--- src/rtl/spmc_cfg.svh ---
// Purpose: register offsets, field positions and reset values of the serial master channel
// Assumes: included by bare name after the package; offsets are APB byte addresses
// Notes: delay fields count pclk periods
// Function
// - Master mode needs select field 0 and select input enable held 0.
// - Sample-shift set moves the receive sample to the next clock edge.
// - Polarity and default level 0 keep the serial clock low when idle.
// - Output level 0 drives data low on enable; last bit held between frames.
// - Select polarity 0 makes chip selects active low, inactive high.
// - Unit runs only when enabled; consistency check and loop-back off at 0.
// - Priority field 7 means lowest level 8 and is the reset value.
// - Continuous bit 0 clears the channel enable after the last frame.
// - Error, frame end, receive and transmit interrupts fire only when enabled.
// - Phase 1 shifts data on odd clock edges, samples on even edges.
// - Bit order 0 sends and receives most significant bit first.
// - Idle level 0 keeps select inactive; return bit 1 negates after frames.
// - Frame idle bit 0 inserts no idle interval after a frame.
// - Safety protocol enable, format and first-frame mask at 0 do nothing.
// - Parity select 0 means odd parity; check mode 0 means no check.
// - Frame length field gives bits per frame; 0x20 is 32, the default.
// - Frame count field gives frames per activation.
// - Master alone makes the clock: unit clock over 4^prescaler times divider times 2.
// - Setup, hold and two inter-frame delays are 12-bit unit clock counts.
// - Job continue 0 ends job each frame; select bit 0 picks chip select 0.
`ifndef SPMC_CFG_SVH
`define SPMC_CFG_SVH
`define SPMC_OFF_CTL0  8'h00
`define SPMC_OFF_CTL1  8'h04
`define SPMC_OFF_CTL2  8'h08
`define SPMC_OFF_CFG0  8'h0c
`define SPMC_OFF_CFG1  8'h10
`define SPMC_OFF_CFG2  8'h14
`define SPMC_OFF_CFG3  8'h18
`define SPMC_OFF_CFG4  8'h1c
`define SPMC_OFF_SEUP  8'h20
`define SPMC_OFF_HOLD  8'h24
`define SPMC_OFF_IDLE  8'h28
`define SPMC_OFF_INDA  8'h2c
`define SPMC_OFF_CFSET 8'h30
`define SPMC_OFF_SSEL  8'h34
`define SPMC_OFF_CHEN  8'h38
`define SPMC_OFF_STAT  8'h3c
`define SPMC_OFF_TXDA  8'h40
`define SPMC_OFF_RXDA  8'h44
`define SPMC_NCFG      14
// Writable bits of each configuration word
`define SPMC_MASK_CTL0  32'h0000_0001
`define SPMC_MASK_CTL1  32'h0000_003f
`define SPMC_MASK_CTL2  32'h0000_0003
`define SPMC_MASK_CFG0  32'h0000_1ff7
`define SPMC_MASK_CFG1  32'h0000_0fff
`define SPMC_MASK_CFG2  32'h0000_00ff
`define SPMC_MASK_CFG3  32'h0003_0fff
`define SPMC_MASK_CFG4  32'h0000_0301
`define SPMC_MASK_DLY   32'h0000_0fff
`define SPMC_MASK_CFSET 32'h0000_00ff
`define SPMC_MASK_SSEL  32'h0001_00ff
`define SPMC_RST_CFG0   32'h0000_0070
`define SPMC_RST_CFG2   32'h0000_0020
// Field positions
`define SPMC_EN    0
`define SPMC_MASTER_SLAVE_SELECT 0
`define SPMC_SELECT_INPUT_ENABLE  1
`define SPMC_SAMPLE_SHIFT  2
`define SPMC_CKR   3
`define SPMC_OUTPUT_LEVEL_SELECT  4
`define SPMC_CSP   5
`define SPMC_DCS   0
`define SPMC_LBM   1
`define SPMC_TXE   0
`define SPMC_RXE   1
`define SPMC_PRIO  6:4
`define SPMC_FCCE  8
`define SPMC_IERE  9
`define SPMC_IFEE  10
`define SPMC_IRXE  11
`define SPMC_ITXE  12
`define SPMC_CPOL  0
`define SPMC_CPHA  1
`define SPMC_DIR   2
`define SPMC_ICLS  3
`define SPMC_CSRI  4
`define SPMC_FIDL  5
`define SPMC_PS    9
`define SPMC_DECHK 11:10
`define SPMC_FLEN  7:0
`define SPMC_CDIV  11:0
`define SPMC_PRCS  17:16
`define SPMC_DLY   11:0
`define SPMC_CSR   7:0
`define SPMC_JOBEN 16
`define SPMC_ST_TXV  3
`define SPMC_ST_RXV  4
`define SPMC_ST_PERR 5
`define SPMC_ST_DERR 6
`endif

--- src/rtl/spmc_pkg.sv ---
// Purpose: shared types of the serial master channel
// Assumes: nothing
// Notes: offsets and fields live in spmc_cfg.svh
package spmc_pkg;

  // Channel sequencer states
  typedef enum logic [2:0] {
    SPMC_IDLE  = 3'b000,
    SPMC_TXREQ = 3'b001,
    SPMC_SETUP = 3'b010,
    SPMC_SHIFT = 3'b011,
    SPMC_HOLD  = 3'b100,
    SPMC_GAP   = 3'b101
  } spmc_state_t;

  // Serial side outputs
  typedef struct packed {
    logic       sck;
    logic       sout;
    logic [7:0] cs;
  } spmc_pins_t;

  // One-cycle event outputs
  typedef struct packed {
    logic err;
    logic fe;
    logic rx;
    logic tx;
  } spmc_irq_t;

endpackage : spmc_pkg

--- src/rtl/spmc_top.sv ---
// Purpose: one master channel of a synchronous serial unit, direct memory mode, APB registers
// Assumes: serial_data_in synchronous to pclk; frames of 2 to 32 data bits
// Notes: interrupt outputs are one-cycle pulses; software handshakes via status bits
//
// Implementation choices: the register offsets and the APB register port.
`timescale 1ns/1ps
`default_nettype none
module spmc_top (
  // Clock and reset
  input  wire logic              pclk,
  input  wire logic              presetn,
  // APB slave
  input  wire logic [7:0]        paddr,
  input  wire logic              psel,
  input  wire logic              penable,
  input  wire logic              pwrite,
  input  wire logic [31:0]       pwdata,
  output logic      [31:0]       prdata,
  output logic                   pready,
  output logic                   pslverr,
  // Serial side
  input  wire logic              serial_data_in,
  output spmc_pkg::spmc_pins_t   serial_pins,
  // Channel events
  output spmc_pkg::spmc_irq_t    irq
);
  import spmc_pkg::*;
  `include "spmc_cfg.svh"

  typedef struct packed {
    logic [`SPMC_NCFG-1:0][31:0] cfg;
    spmc_state_t st;
    logic        chen;
    logic        en_q;
    logic        tx_valid;
    logic        rx_valid;
    logic        par_err;
    logic        dcs_err;
    logic        cs_active;
    logic        run;
    logic        dly_load;
    logic [12:0] dly_val;
    logic [31:0] tx_data;
    logic [31:0] rx_data;
    logic [32:0] tx_sh;
    logic [32:0] rx_sh;
    logic [7:0]  frame_cnt;
    logic [6:0]  edge_cnt;
    spmc_pins_t  pins;
    spmc_irq_t   irq;
    logic [31:0] prdata;
    logic        pready;
    logic        pslverr;
  } spmc_regs_t;

  spmc_regs_t r, next_r;

  // Bit reversal for LSB-first framing
  function automatic logic [31:0] spmc_rev(input logic [31:0] x);
    logic [31:0] y;
    y = '0;
    for (int i = 0; i < 32; i++)
      y[i] = x[31-i];
    return y;
  endfunction : spmc_rev

  // Writable bits of a configuration word
  function automatic logic [31:0] spmc_mask(input logic [7:0] off);
    case (off)
      `SPMC_OFF_CTL0:  return `SPMC_MASK_CTL0;
      `SPMC_OFF_CTL1:  return `SPMC_MASK_CTL1;
      `SPMC_OFF_CTL2:  return `SPMC_MASK_CTL2;
      `SPMC_OFF_CFG0:  return `SPMC_MASK_CFG0;
      `SPMC_OFF_CFG1:  return `SPMC_MASK_CFG1;
      `SPMC_OFF_CFG2:  return `SPMC_MASK_CFG2;
      `SPMC_OFF_CFG3:  return `SPMC_MASK_CFG3;
      `SPMC_OFF_CFG4:  return `SPMC_MASK_CFG4;
      `SPMC_OFF_CFSET: return `SPMC_MASK_CFSET;
      `SPMC_OFF_SSEL:  return `SPMC_MASK_SSEL;
      default:         return `SPMC_MASK_DLY;
    endcase
  endfunction : spmc_mask

  // Field views of the configuration words
  logic [31:0] ctl0, ctl1, ctl2, cfg0, cfg1, cfg2, cfg3, ssel;
  logic        en, master_slave_select, select_input_enable, sample_shift, default_clock_level, output_level_select, select_polarity, consistency_check_enable, internal_loopback;
  logic        txe, rxe, fcce, iere, ifee, irxe, itxe;
  logic        cpol, cpha, lsbf, icls, csri, fidl, ps, par_en, cs_ret;
  logic [5:0]  fl;
  logic [5:0]  nb;
  logic [7:0]  fcount;
  logic [11:0] seup, hold, idle_t, inda;

  assign ctl0   = r.cfg[`SPMC_OFF_CTL0 >> 2];
  assign ctl1   = r.cfg[`SPMC_OFF_CTL1 >> 2];
  assign ctl2   = r.cfg[`SPMC_OFF_CTL2 >> 2];
  assign cfg0   = r.cfg[`SPMC_OFF_CFG0 >> 2];
  assign cfg1   = r.cfg[`SPMC_OFF_CFG1 >> 2];
  assign cfg2   = r.cfg[`SPMC_OFF_CFG2 >> 2];
  assign cfg3   = r.cfg[`SPMC_OFF_CFG3 >> 2];
  assign ssel   = r.cfg[`SPMC_OFF_SSEL >> 2];
  assign en     = ctl0[`SPMC_EN];
  assign master_slave_select  = ctl1[`SPMC_MASTER_SLAVE_SELECT];
  assign select_input_enable   = ctl1[`SPMC_SELECT_INPUT_ENABLE];
  assign sample_shift   = ctl1[`SPMC_SAMPLE_SHIFT];
  assign default_clock_level    = ctl1[`SPMC_CKR];
  assign output_level_select   = ctl1[`SPMC_OUTPUT_LEVEL_SELECT];
  assign select_polarity    = ctl1[`SPMC_CSP];
  assign consistency_check_enable    = ctl2[`SPMC_DCS];
  assign internal_loopback    = ctl2[`SPMC_LBM];
  assign txe    = cfg0[`SPMC_TXE];
  assign rxe    = cfg0[`SPMC_RXE];
  assign fcce   = cfg0[`SPMC_FCCE];
  assign iere   = cfg0[`SPMC_IERE];
  assign ifee   = cfg0[`SPMC_IFEE];
  assign irxe   = cfg0[`SPMC_IRXE];
  assign itxe   = cfg0[`SPMC_ITXE];
  assign cpol   = cfg1[`SPMC_CPOL];
  assign cpha   = cfg1[`SPMC_CPHA];
  assign lsbf   = cfg1[`SPMC_DIR];
  assign icls   = cfg1[`SPMC_ICLS];
  assign csri   = cfg1[`SPMC_CSRI];
  assign fidl   = cfg1[`SPMC_FIDL];
  assign ps     = cfg1[`SPMC_PS];
  assign par_en = cfg1[`SPMC_DECHK] != 2'h0;
  assign cs_ret = csri || !ssel[`SPMC_JOBEN];
  assign seup   = r.cfg[`SPMC_OFF_SEUP >> 2][`SPMC_DLY];
  assign hold   = r.cfg[`SPMC_OFF_HOLD >> 2][`SPMC_DLY];
  assign idle_t = r.cfg[`SPMC_OFF_IDLE >> 2][`SPMC_DLY];
  assign inda   = r.cfg[`SPMC_OFF_INDA >> 2][`SPMC_DLY];
  assign fcount = r.cfg[`SPMC_OFF_CFSET >> 2][7:0];

  // Frame length clamped to what the 32-bit data registers hold
  always_comb
  begin
    if (cfg2[`SPMC_FLEN] < 8'h02)
      fl = 6'h02;
    else if (cfg2[`SPMC_FLEN] > 8'h20)
      fl = 6'h20;
    else
      fl = cfg2[5:0];
    nb = fl + {5'h00, par_en};
  end

  // Transmit and receive word shaping: order, length and parity
  logic [31:0] dmask, dm, rx_raw, rx_word;
  logic [32:0] tx_load;
  logic        tx_par, rx_bad_par;
  always_comb
  begin
    dmask   = ~(32'hffff_ffff << fl);
    dm      = r.tx_data & dmask;
    tx_par  = ^dm ^ ~ps;
    tx_load = {(lsbf ? spmc_rev(dm) : dm << (6'h20 - fl)), 1'b0};
    if (par_en)
      tx_load = tx_load | (33'h0_0000_0001 << (6'h20 - fl));
    if (par_en && !tx_par)
      tx_load = {tx_load[32:1], 1'b0} & ~(33'h0_0000_0001 << (6'h20 - fl));
    rx_raw  = (par_en ? r.rx_sh[32:1] : r.rx_sh[31:0]) & dmask;
    rx_word = lsbf ? spmc_rev(rx_raw) >> (6'h20 - fl) : rx_raw;
    rx_bad_par = par_en && ((^rx_raw ^ r.rx_sh[0]) == ps);
  end

  // Edge arithmetic of the shift phase
  logic [6:0] e, s, nb2, last_e;
  logic       shift_ev, sample_shift_ev;
  always_comb
  begin
    e        = r.edge_cnt + 7'h01;
    s        = e - {6'h00, sample_shift};
    nb2      = {nb, 1'b0};
    last_e   = nb2 + {6'h00, sample_shift};
    shift_ev = (cpha ? e[0] : !e[0]) && (e < nb2);
    sample_shift_ev  = (s != 7'h00) && (s <= nb2) && (cpha ? !s[0] : s[0]);
  end

  // Helpers
  logic        tick, dly_exp, go, apb_setup, apb_acc, mapped, din;
  logic [31:0] rd_word;
  logic [12:0] gap;
  assign go        = en && !master_slave_select && !select_input_enable && r.chen;
  assign apb_setup = psel && !penable;
  assign apb_acc   = psel && penable && r.pready;
  assign mapped    = (paddr[1:0] == 2'h0) && (paddr <= `SPMC_OFF_RXDA);
  assign din       = internal_loopback ? r.pins.sout : serial_data_in;
  assign gap       = (cs_ret ? {1'b0, inda} : 13'h0000)
                   + (fidl ? {1'b0, idle_t} : 13'h0000);

  spmc_baud #(
    .DIV_W (12),
    .PRE_W (2)
  ) u_baud (
    .clk       (pclk),
    .rstn      (presetn),
    .run       (r.run),
    .prescaler (cfg3[`SPMC_PRCS]),
    .divider   (cfg3[`SPMC_CDIV]),
    .tick      (tick)
  );

  spmc_delay #(
    .W (13)
  ) u_delay (
    .clk     (pclk),
    .rstn    (presetn),
    .load    (r.dly_load),
    .value   (r.dly_val),
    .expired (dly_exp)
  );

  // Read multiplexer, sampled in the setup phase
  always_comb
  begin
    rd_word = 32'h0000_0000;
    if (paddr < (`SPMC_NCFG * 4))
      rd_word = r.cfg[paddr[5:2]];
    else if (paddr == `SPMC_OFF_CHEN)
      rd_word = {31'h0, r.chen};
    else if (paddr == `SPMC_OFF_STAT)
      rd_word = {16'h0, r.frame_cnt, 1'b0, r.dcs_err, r.par_err, r.rx_valid, r.tx_valid, r.st};
    else if (paddr == `SPMC_OFF_TXDA)
      rd_word = r.tx_data;
    else if (paddr == `SPMC_OFF_RXDA)
      rd_word = r.rx_data;
  end

  // Next-state logic: bus clears, sequencer, then bus sets so sets win
  always_comb
  begin
    next_r          = r;
    next_r.dly_load = 1'b0;
    next_r.irq      = '0;
    next_r.pready   = 1'b0;
    next_r.pslverr  = 1'b0;
    next_r.en_q     = en;
    if (apb_setup)
    begin
      next_r.pready  = 1'b1;
      next_r.pslverr = !mapped;
      next_r.prdata  = (mapped && !pwrite) ? rd_word : 32'h0000_0000;
    end
    if (apb_acc && mapped)
    begin
      if (pwrite && paddr < (`SPMC_NCFG * 4))
        next_r.cfg[paddr[5:2]] = pwdata & spmc_mask(paddr);
      if (pwrite && paddr == `SPMC_OFF_STAT)
      begin
        if (pwdata[`SPMC_ST_PERR])
          next_r.par_err = 1'b0;
        if (pwdata[`SPMC_ST_DERR])
          next_r.dcs_err = 1'b0;
      end
      if (!pwrite && paddr == `SPMC_OFF_RXDA)
        next_r.rx_valid = 1'b0;
    end
    // Data line goes to the chosen rest level when the unit is switched on
    if (en && !r.en_q)
      next_r.pins.sout = output_level_select;
    case (r.st)
      SPMC_IDLE:
      begin
        if (!icls)
          next_r.cs_active = 1'b0;
        if (go)
        begin
          next_r.st        = SPMC_TXREQ;
          next_r.frame_cnt = 8'h00;
          next_r.irq.tx    = itxe && txe;
        end
      end
      SPMC_TXREQ:
      begin
        if (!r.chen)
          next_r.st = SPMC_IDLE;
        else if (r.tx_valid || !txe)
        begin
          next_r.tx_valid  = 1'b0;
          next_r.tx_sh     = tx_load;
          next_r.rx_sh     = '0;
          next_r.cs_active = 1'b1;
          next_r.edge_cnt  = 7'h00;
          next_r.dly_load  = 1'b1;
          next_r.dly_val   = {1'b0, seup};
          next_r.pins.sck  = cpol;
          next_r.st        = SPMC_SETUP;
          // Phase 0 presents the first bit before the first edge
          if (!cpha && txe)
          begin
            next_r.pins.sout = tx_load[32];
            next_r.tx_sh     = tx_load << 1;
          end
        end
      end
      SPMC_SETUP:
      begin
        if (dly_exp)
        begin
          next_r.run = 1'b1;
          next_r.st  = SPMC_SHIFT;
        end
      end
      SPMC_SHIFT:
      begin
        if (tick)
        begin
          next_r.edge_cnt = e;
          if (e <= nb2)
            next_r.pins.sck = !r.pins.sck;
          if (shift_ev && txe)
          begin
            next_r.pins.sout = r.tx_sh[32];
            next_r.tx_sh     = r.tx_sh << 1;
          end
          if (sample_shift_ev)
            next_r.rx_sh = {r.rx_sh[31:0], din};
          // An extra half period closes the frame when sampling is shifted
          if (e == last_e)
          begin
            next_r.run      = 1'b0;
            next_r.dly_load = 1'b1;
            next_r.dly_val  = {1'b0, hold};
            next_r.st       = SPMC_HOLD;
          end
        end
      end
      SPMC_HOLD:
      begin
        if (dly_exp)
        begin
          next_r.frame_cnt = r.frame_cnt + 8'h01;
          if (cs_ret)
            next_r.cs_active = 1'b0;
          if (rxe)
          begin
            next_r.rx_data  = rx_word;
            next_r.rx_valid = 1'b1;
            next_r.irq.rx   = irxe;
            if (rx_bad_par)
              next_r.par_err = 1'b1;
            if (consistency_check_enable && rx_word != dm)
              next_r.dcs_err = 1'b1;
            next_r.irq.err = iere && (rx_bad_par || (consistency_check_enable && rx_word != dm));
          end
          if (r.frame_cnt + 8'h01 >= ((fcount == 8'h00) ? 8'h01 : fcount))
          begin
            next_r.irq.fe    = ifee;
            next_r.frame_cnt = 8'h00;
            if (!fcce)
              next_r.chen = 1'b0;
          end
          next_r.dly_load = 1'b1;
          next_r.dly_val  = gap;
          next_r.st       = SPMC_GAP;
        end
      end
      SPMC_GAP:
      begin
        if (dly_exp)
        begin
          if (go)
          begin
            next_r.st     = SPMC_TXREQ;
            next_r.irq.tx = itxe && txe;
          end
          else
            next_r.st = SPMC_IDLE;
        end
      end
      default:
        next_r.st = SPMC_IDLE;
    endcase
    // Switching the unit off aborts any frame at once
    if (!en)
    begin
      next_r.st        = SPMC_IDLE;
      next_r.run       = 1'b0;
      next_r.cs_active = 1'b0;
    end
    if (apb_acc && mapped && pwrite)
    begin
      if (paddr == `SPMC_OFF_CHEN)
        next_r.chen = pwdata[0];
      if (paddr == `SPMC_OFF_TXDA)
      begin
        next_r.tx_data  = pwdata;
        next_r.tx_valid = 1'b1;
      end
    end
    // Pins are rebuilt from state so every output stays a flop
    next_r.pins.cs = ~(({8{next_r.cs_active}} & ssel[`SPMC_CSR]) ^ {8{select_polarity}});
    if (!next_r.run && next_r.st != SPMC_SETUP)
      next_r.pins.sck = en ? cpol : default_clock_level;
  end

  // State register; priority field resets to the lowest level
  always_ff @(posedge pclk or negedge presetn)
  begin
    if (!presetn)
    begin
      r                               <= '0;
      r.cfg[`SPMC_OFF_CFG0 >> 2]      <= `SPMC_RST_CFG0;
      r.cfg[`SPMC_OFF_CFG2 >> 2]      <= `SPMC_RST_CFG2;
      r.pins.cs                       <= 8'hff;
    end
    else
      r <= next_r;
  end

  assign prdata      = r.prdata;
  assign pready      = r.pready;
  assign pslverr     = r.pslverr;
  assign serial_pins = r.pins;
  assign irq         = r.irq;
endmodule : spmc_top
`default_nettype wire

--- src/rtl/spmc_baud.sv ---
// Purpose: half-period tick for the serial clock
// Assumes: run stays high for the whole frame
// Notes: a divider of 0 is treated as 1
`timescale 1ns/1ps
`default_nettype none
module spmc_baud #(
  parameter int DIV_W = 12,
  parameter int PRE_W = 2
) (
  // Clock and reset
  input  wire logic             clk,
  input  wire logic             rstn,
  // Control
  input  wire logic             run,
  input  wire logic [PRE_W-1:0] prescaler,
  input  wire logic [DIV_W-1:0] divider,
  // Half-period pulse
  output logic                  tick
);
  localparam int CW = DIV_W + 2 * ((1 << PRE_W) - 1);
  typedef struct packed {
    logic [CW-1:0] cnt;
  } spmc_baud_t;
  spmc_baud_t r, next_r;
  logic [CW-1:0] half;

  // Half period is divider times 4^prescaler pclk cycles
  always_comb
  begin
    half = CW'(divider == '0 ? 1 : divider) << (2 * prescaler);
    tick = run && (r.cnt == half - CW'(1));
    next_r = r;
    if (!run || tick)
      next_r.cnt = '0;
    else
      next_r.cnt = r.cnt + CW'(1);
  end

  always_ff @(posedge clk or negedge rstn)
  begin
    if (!rstn)
      r <= '0;
    else
      r <= next_r;
  end
endmodule : spmc_baud
`default_nettype wire

--- src/rtl/spmc_delay.sv ---
// Purpose: one-shot pclk delay counter
// Assumes: load is a one-cycle pulse
// Notes: expired rises value+1 cycles after load
`timescale 1ns/1ps
`default_nettype none
module spmc_delay #(
  parameter int W = 13
) (
  // Clock and reset
  input  wire logic         clk,
  input  wire logic         rstn,
  // Control
  input  wire logic         load,
  input  wire logic [W-1:0] value,
  // Status
  output logic              expired
);
  typedef struct packed {
    logic [W-1:0] cnt;
  } spmc_delay_t;
  spmc_delay_t r, next_r;

  // Count down to zero; load masks expiry in its own cycle
  always_comb
  begin
    expired = !load && (r.cnt == '0);
    next_r = r;
    if (load)
      next_r.cnt = value;
    else if (r.cnt != '0)
      next_r.cnt = r.cnt - W'(1);
  end

  always_ff @(posedge clk or negedge rstn)
  begin
    if (!rstn)
      r <= '0;
    else
      r <= next_r;
  end
endmodule : spmc_delay
`default_nettype wire

--- config.mk ---
export PLATFORM = sky130hd
export DESIGN_NAME = spmc_top
export DESIGN_NICKNAME = d
export VERILOG_FILES = /design/src/rtl/spmc_pkg.sv /design/src/rtl/spmc_top.sv /design/src/rtl/spmc_baud.sv /design/src/rtl/spmc_delay.sv
export VERILOG_INCLUDE_DIRS = /design/src /design/src/rtl
export SDC_FILE = /design/constraint.sdc
export NUM_CORES = 1
export LEC_CHECK = 0
export BUFFER_PORTS_ARGS = -buffer_cell sky130_fd_sc_hd__buf_2
export CAP_MARGIN = 20
export CORE_ASPECT_RATIO = 0.8
export CORE_MARGIN = 4
export CORE_UTILIZATION = 50
export DETAILED_ROUTE_END_ITERATION = 7
export PLACE_DENSITY = 0.66
export RECOVER_POWER = 100
export SYNTH_ARGS = -nofsm -noshare
export SYNTH_HDL_FRONTEND = slang
export SYNTH_SLANG_ARGS = --single-unit
--- constraint.sdc ---
create_clock -name pclk -period 13.9 [get_ports pclk]
set_clock_uncertainty 0.15 [all_clocks]
set_input_delay 2.78 -clock pclk [delete_from_list [all_inputs] [get_ports pclk]]
set_output_delay 2.78 -clock pclk [all_outputs]
set_load 0.02 [all_outputs]
==> results.py <==
metrics = {
    "synth": {
        "muxShareOfSynthArea_pct": 14.1,
        "ys.warnings.count": 0,
        "synth.distinct_cells": 114,
        "synth_top_area_share_pct": 35.7,
        "synth-simple-area-share_pct": 16.1,
        "synth_edf_count": 0,
        "synth_cells": 3360,
        "ys_top_cells_by_count": "447 x dfrtp_1, 414 x nand2_1, 300 x o21ai_0, 170 x nor2_1, 169 x clkbuf_1",
        "synth_top_area_cell": "dfrtp_1",
        "yosysSeqAreaShare_pct": 36.7,
        "synth.most_common_cell": "dfrtp_1",
        "synthTopCellsByArea": "dfrtp_1 36%, mux4_2 5.9%, nand2_1 5.0%",
        "synth-adder-area-share_pct": 2.02,
        "syn_avg_cell_area_um2": 9.34,
        "synth_compound_area_share_pct": 21.1,
        "ys.flop_type": "dfrtp_1",
        "synth_seq_cells": 459,
        "synthArstFlopShare_pct": 100,
        "syn_area_mm2": 0.0314,
        "synth_top_family_by_area": "compound AO/OA/AOI/OAI gates",
        "synth_xor_area_share_pct": 4.71,
        "syn_nets": 3456,
    },
    "sta": {
        "max_freq_mhz": 94.6,
        "rsz0062_at_grt": "no",
        "slew_headroom_pct": -168,
        "setup-tns-final_ns": 0,
        "hold_viol": 0,
        "drv_slew": 577,
        "min_period_ns": 10.57,
        "period_share_pct": 76.0,
        "setup_viol": 0,
        "tightest_slew_ns": 4.02,
    },
    "power": {
        "power.leakage_uw": 0.0142,
        "powerDensity_mw_per_mm2": 85.6,
        "peakVddDrop_uv": 91.5,
    },
    "global_route": {
        "grt_overflow": 0,
        "grt_max_degree": 185,
        "grt_pass1_wl_mm": 198,
        "grt_antenna_before_repair": 8,
        "grt_usage_pct": 40.5,
        "grt_pass1_vias": 27800,
    },
    "place": {
        "portBuffers": 93,
        "globalplace.congestion": 1.06,
        "dp.final_hpwl_mm": 102,
        "place_area_mm2": 0.0322,
    },
    "die": {
        "num_io_pins": 94,
        "die_area_mm2": 0.0668,
        "die_h_um": 232,
        "die_x_um": 288,
        "num_rows": 81,
        "coreArea_mm2": 0.0616,
        "start_util_pct": 50.9,
    },
    "clocking": {
        "postCtsSetupBuffers": 0,
        "cts_root_buf": "clkbuf_16",
        "clock-sinks": 459,
        "cts_hold_buf": 0,
        "clk_pin_slew_worst_paths_ns": 0.07,
        "cts_buffers": 49,
        "cts.repair.resized": 0,
        "clk-insertion-delay-late_ns": 0.65,
        "cts.path.max_buffers": 3,
        "tritoncts": "done",
        "htreeDepth": 2,
    },
    "final_layout": {
        "nets": 3402,
        "utilization_pct": 55.0,
        "drive_above_1_share_pct": 15.2,
        "fin_area_mm2": 0.0339,
        "num-fill-cells": 5577,
        "areaGrowthSynthToFinish_pct": 7.98,
    },
    "run": {
        "max-cap-violations": 13,
    },
    "hold_path": {
        "hold_path_class": "flip-flop to flip-flop",
        "hold_depth": 2,
    },
    "drt": {
        "via_per_inst": 6.99,
        "drt-pass1-iter-count": 8,
        "antenna_left": 0,
        "drc": 2,
        "wire_per_inst_um": 33.0,
        "wirelength_mm": 138,
        "via_count": 29200,
        "initialDrtViolationCount": 4713,
    },
    "worst_setup_path": {
        "critical_path.startpoint_type": "flip-flop",
        "critPathKind": "flip-flop to flip-flop",
        "end_kind": "flip-flop",
        "worstRegToRegCells": 17,
        "cp_max_fo": 39,
        "critPathRequiredTime_ns": 14.24,
        "crit_arrival_ns": 10.91,
    },
    "status": {
        "violations": "DRC, capacitance limit, slew limit",
        "status": "finished with violations",
    },
}
cells in the final DEF, fill, tap and decap left out, drive strengths merged, types with 49 or more instances in the layout:
| cell type | instances |
|---|---|
| nor2 | 170 |
| mux2i | 112 |
| a22o | 70 |
| buf | 124 |
| mux2 | 129 |
| clkbuf | 125 |
| mux4 | 82 |
| ha | 49 |
| xnor2 | 118 |
| a21oi | 124 |
| inv | 66 |
| o21ai | 305 |
| nand2 | 416 |
| a22oi | 67 |
| o22ai | 54 |
| and2 | 132 |
| nand3 | 92 |
| dfrtp | 447 |
registers in the layout, indices dropped and copies added, names as in the netlist:
signal and count:
irq 4, r 216, cfg3 15, pready 1
ctl2 15, u_baud.r 18, idle_t 12, ctl1 15
cfg1 15, prdata 32, cfg2 15, pslverr 1
serial_pins 10, ctl0 15, cfg0 15, ssel 15
hold 12, fcount 8, u_delay.r 13, inda 12
cell type report:
cell class / instances / area, um^2 / area share [%]
inverter: 64 / 240 / 0.709
multi-input combinational: 2545 / 18200 / 53.8
timing repair buffer: 187 / 1080 / 3.19
antenna: 4 / 10.0 / 0.0296
clock inverter: 28 / 422 / 1.24
tap: 830 / 1040 / 3.07
sequential: 459 / 11500 / 34.0
clock buffer: 62 / 1350 / 3.97
cell families (layout without fill, tap and decap cells):
family,Yosys count,in the layout
AND/OR/NAND/NOR,1035,1035
AO/OA/AOI/OAI,973,973
flip-flops,459,459
buffers and inverters,356,341
multiplexers,323,323
XOR/XNOR,164,164
adder cells (fa/ha/maj),50,50
other,0,4
worst paths after layout:
check	end	slack, ns	start
min reg2reg	prdata[20]$_DFFE_PN0P_	0.33	prdata[20]$_DFFE_PN0P_
max reg2reg	serial_pins[9]$_DFFE_PN0P_	3.33	cfg2[7]$_DFFE_PN0P_
max	serial_pins[9]$_DFFE_PN0P_	3.33	cfg2[7]$_DFFE_PN0P_
min	prdata[20]$_DFFE_PN0P_	0.33	prdata[20]$_DFFE_PN0P_
max in group asynchronous	prdata[16]$_DFFE_PN0P_	4.77	presetn
min in group asynchronous	prdata[20]$_DFFE_PN0P_	3.18	presetn
per-stage QoR:
step	worst slack [ns]	hold WS, ns	cells	power (uW)
floorplan	8.36	0.286	3360	1400
global placement	6.70	0.307	4072	1460
detailed placement	6.58	0.315	4079	1460
CTS	6.56	0.329	4169	2910
global route	3.14	0.341	4175	2970
finish	3.33	0.327	4179	2900
worst max-delay path, stage by stage, from the launching register on:
cell      delay, ns
dfrtp_1        0.51
nor4b_1        1.82
nand2_1        1.36
clkbuf_1       0.84
clkinv_1       0.20
clkbuf_1       2.07
ha_1           0.52
ha_1           0.23
nand3_1        0.10
xnor2_1        0.17
nand2_1        0.16
ha_1           0.40
nand2_1        0.06
nor2_1         0.14
and2_0         0.31
and2_1         0.86
o22ai_1        0.19
mux2_2         0.31
metal layers:
layer / wire [um] / part of all wire [%] / global-route usage [%] / up-vias
met3: 19900 / 14 / 15.4 / 339
met2: 54500 / 40 / 55.4 / 2048
li1: - / - / - / 12200
met5: 148 / 0.11 / 0.956 / -
met1: 57800 / 42 / 58.9 / 14600
met4: 5400 / 3.9 / 12.8 / 12
power breakdown:
| group | leakage [uW] | total [uW] | switching [uW] | internal, uW |
|---|---|---|---|---|
| clock | 0.000876 | 1460 | 600 | 860 |
| sequential | 0.00635 | 1340 | 0.859 | 1340 |
| combinational | 0.00699 | 102 | 79.9 | 21.8 |
| total | 0.0142 | 2900 | 681 | 2220 |
No activity file was read; power rests on OpenSTA's default activity.
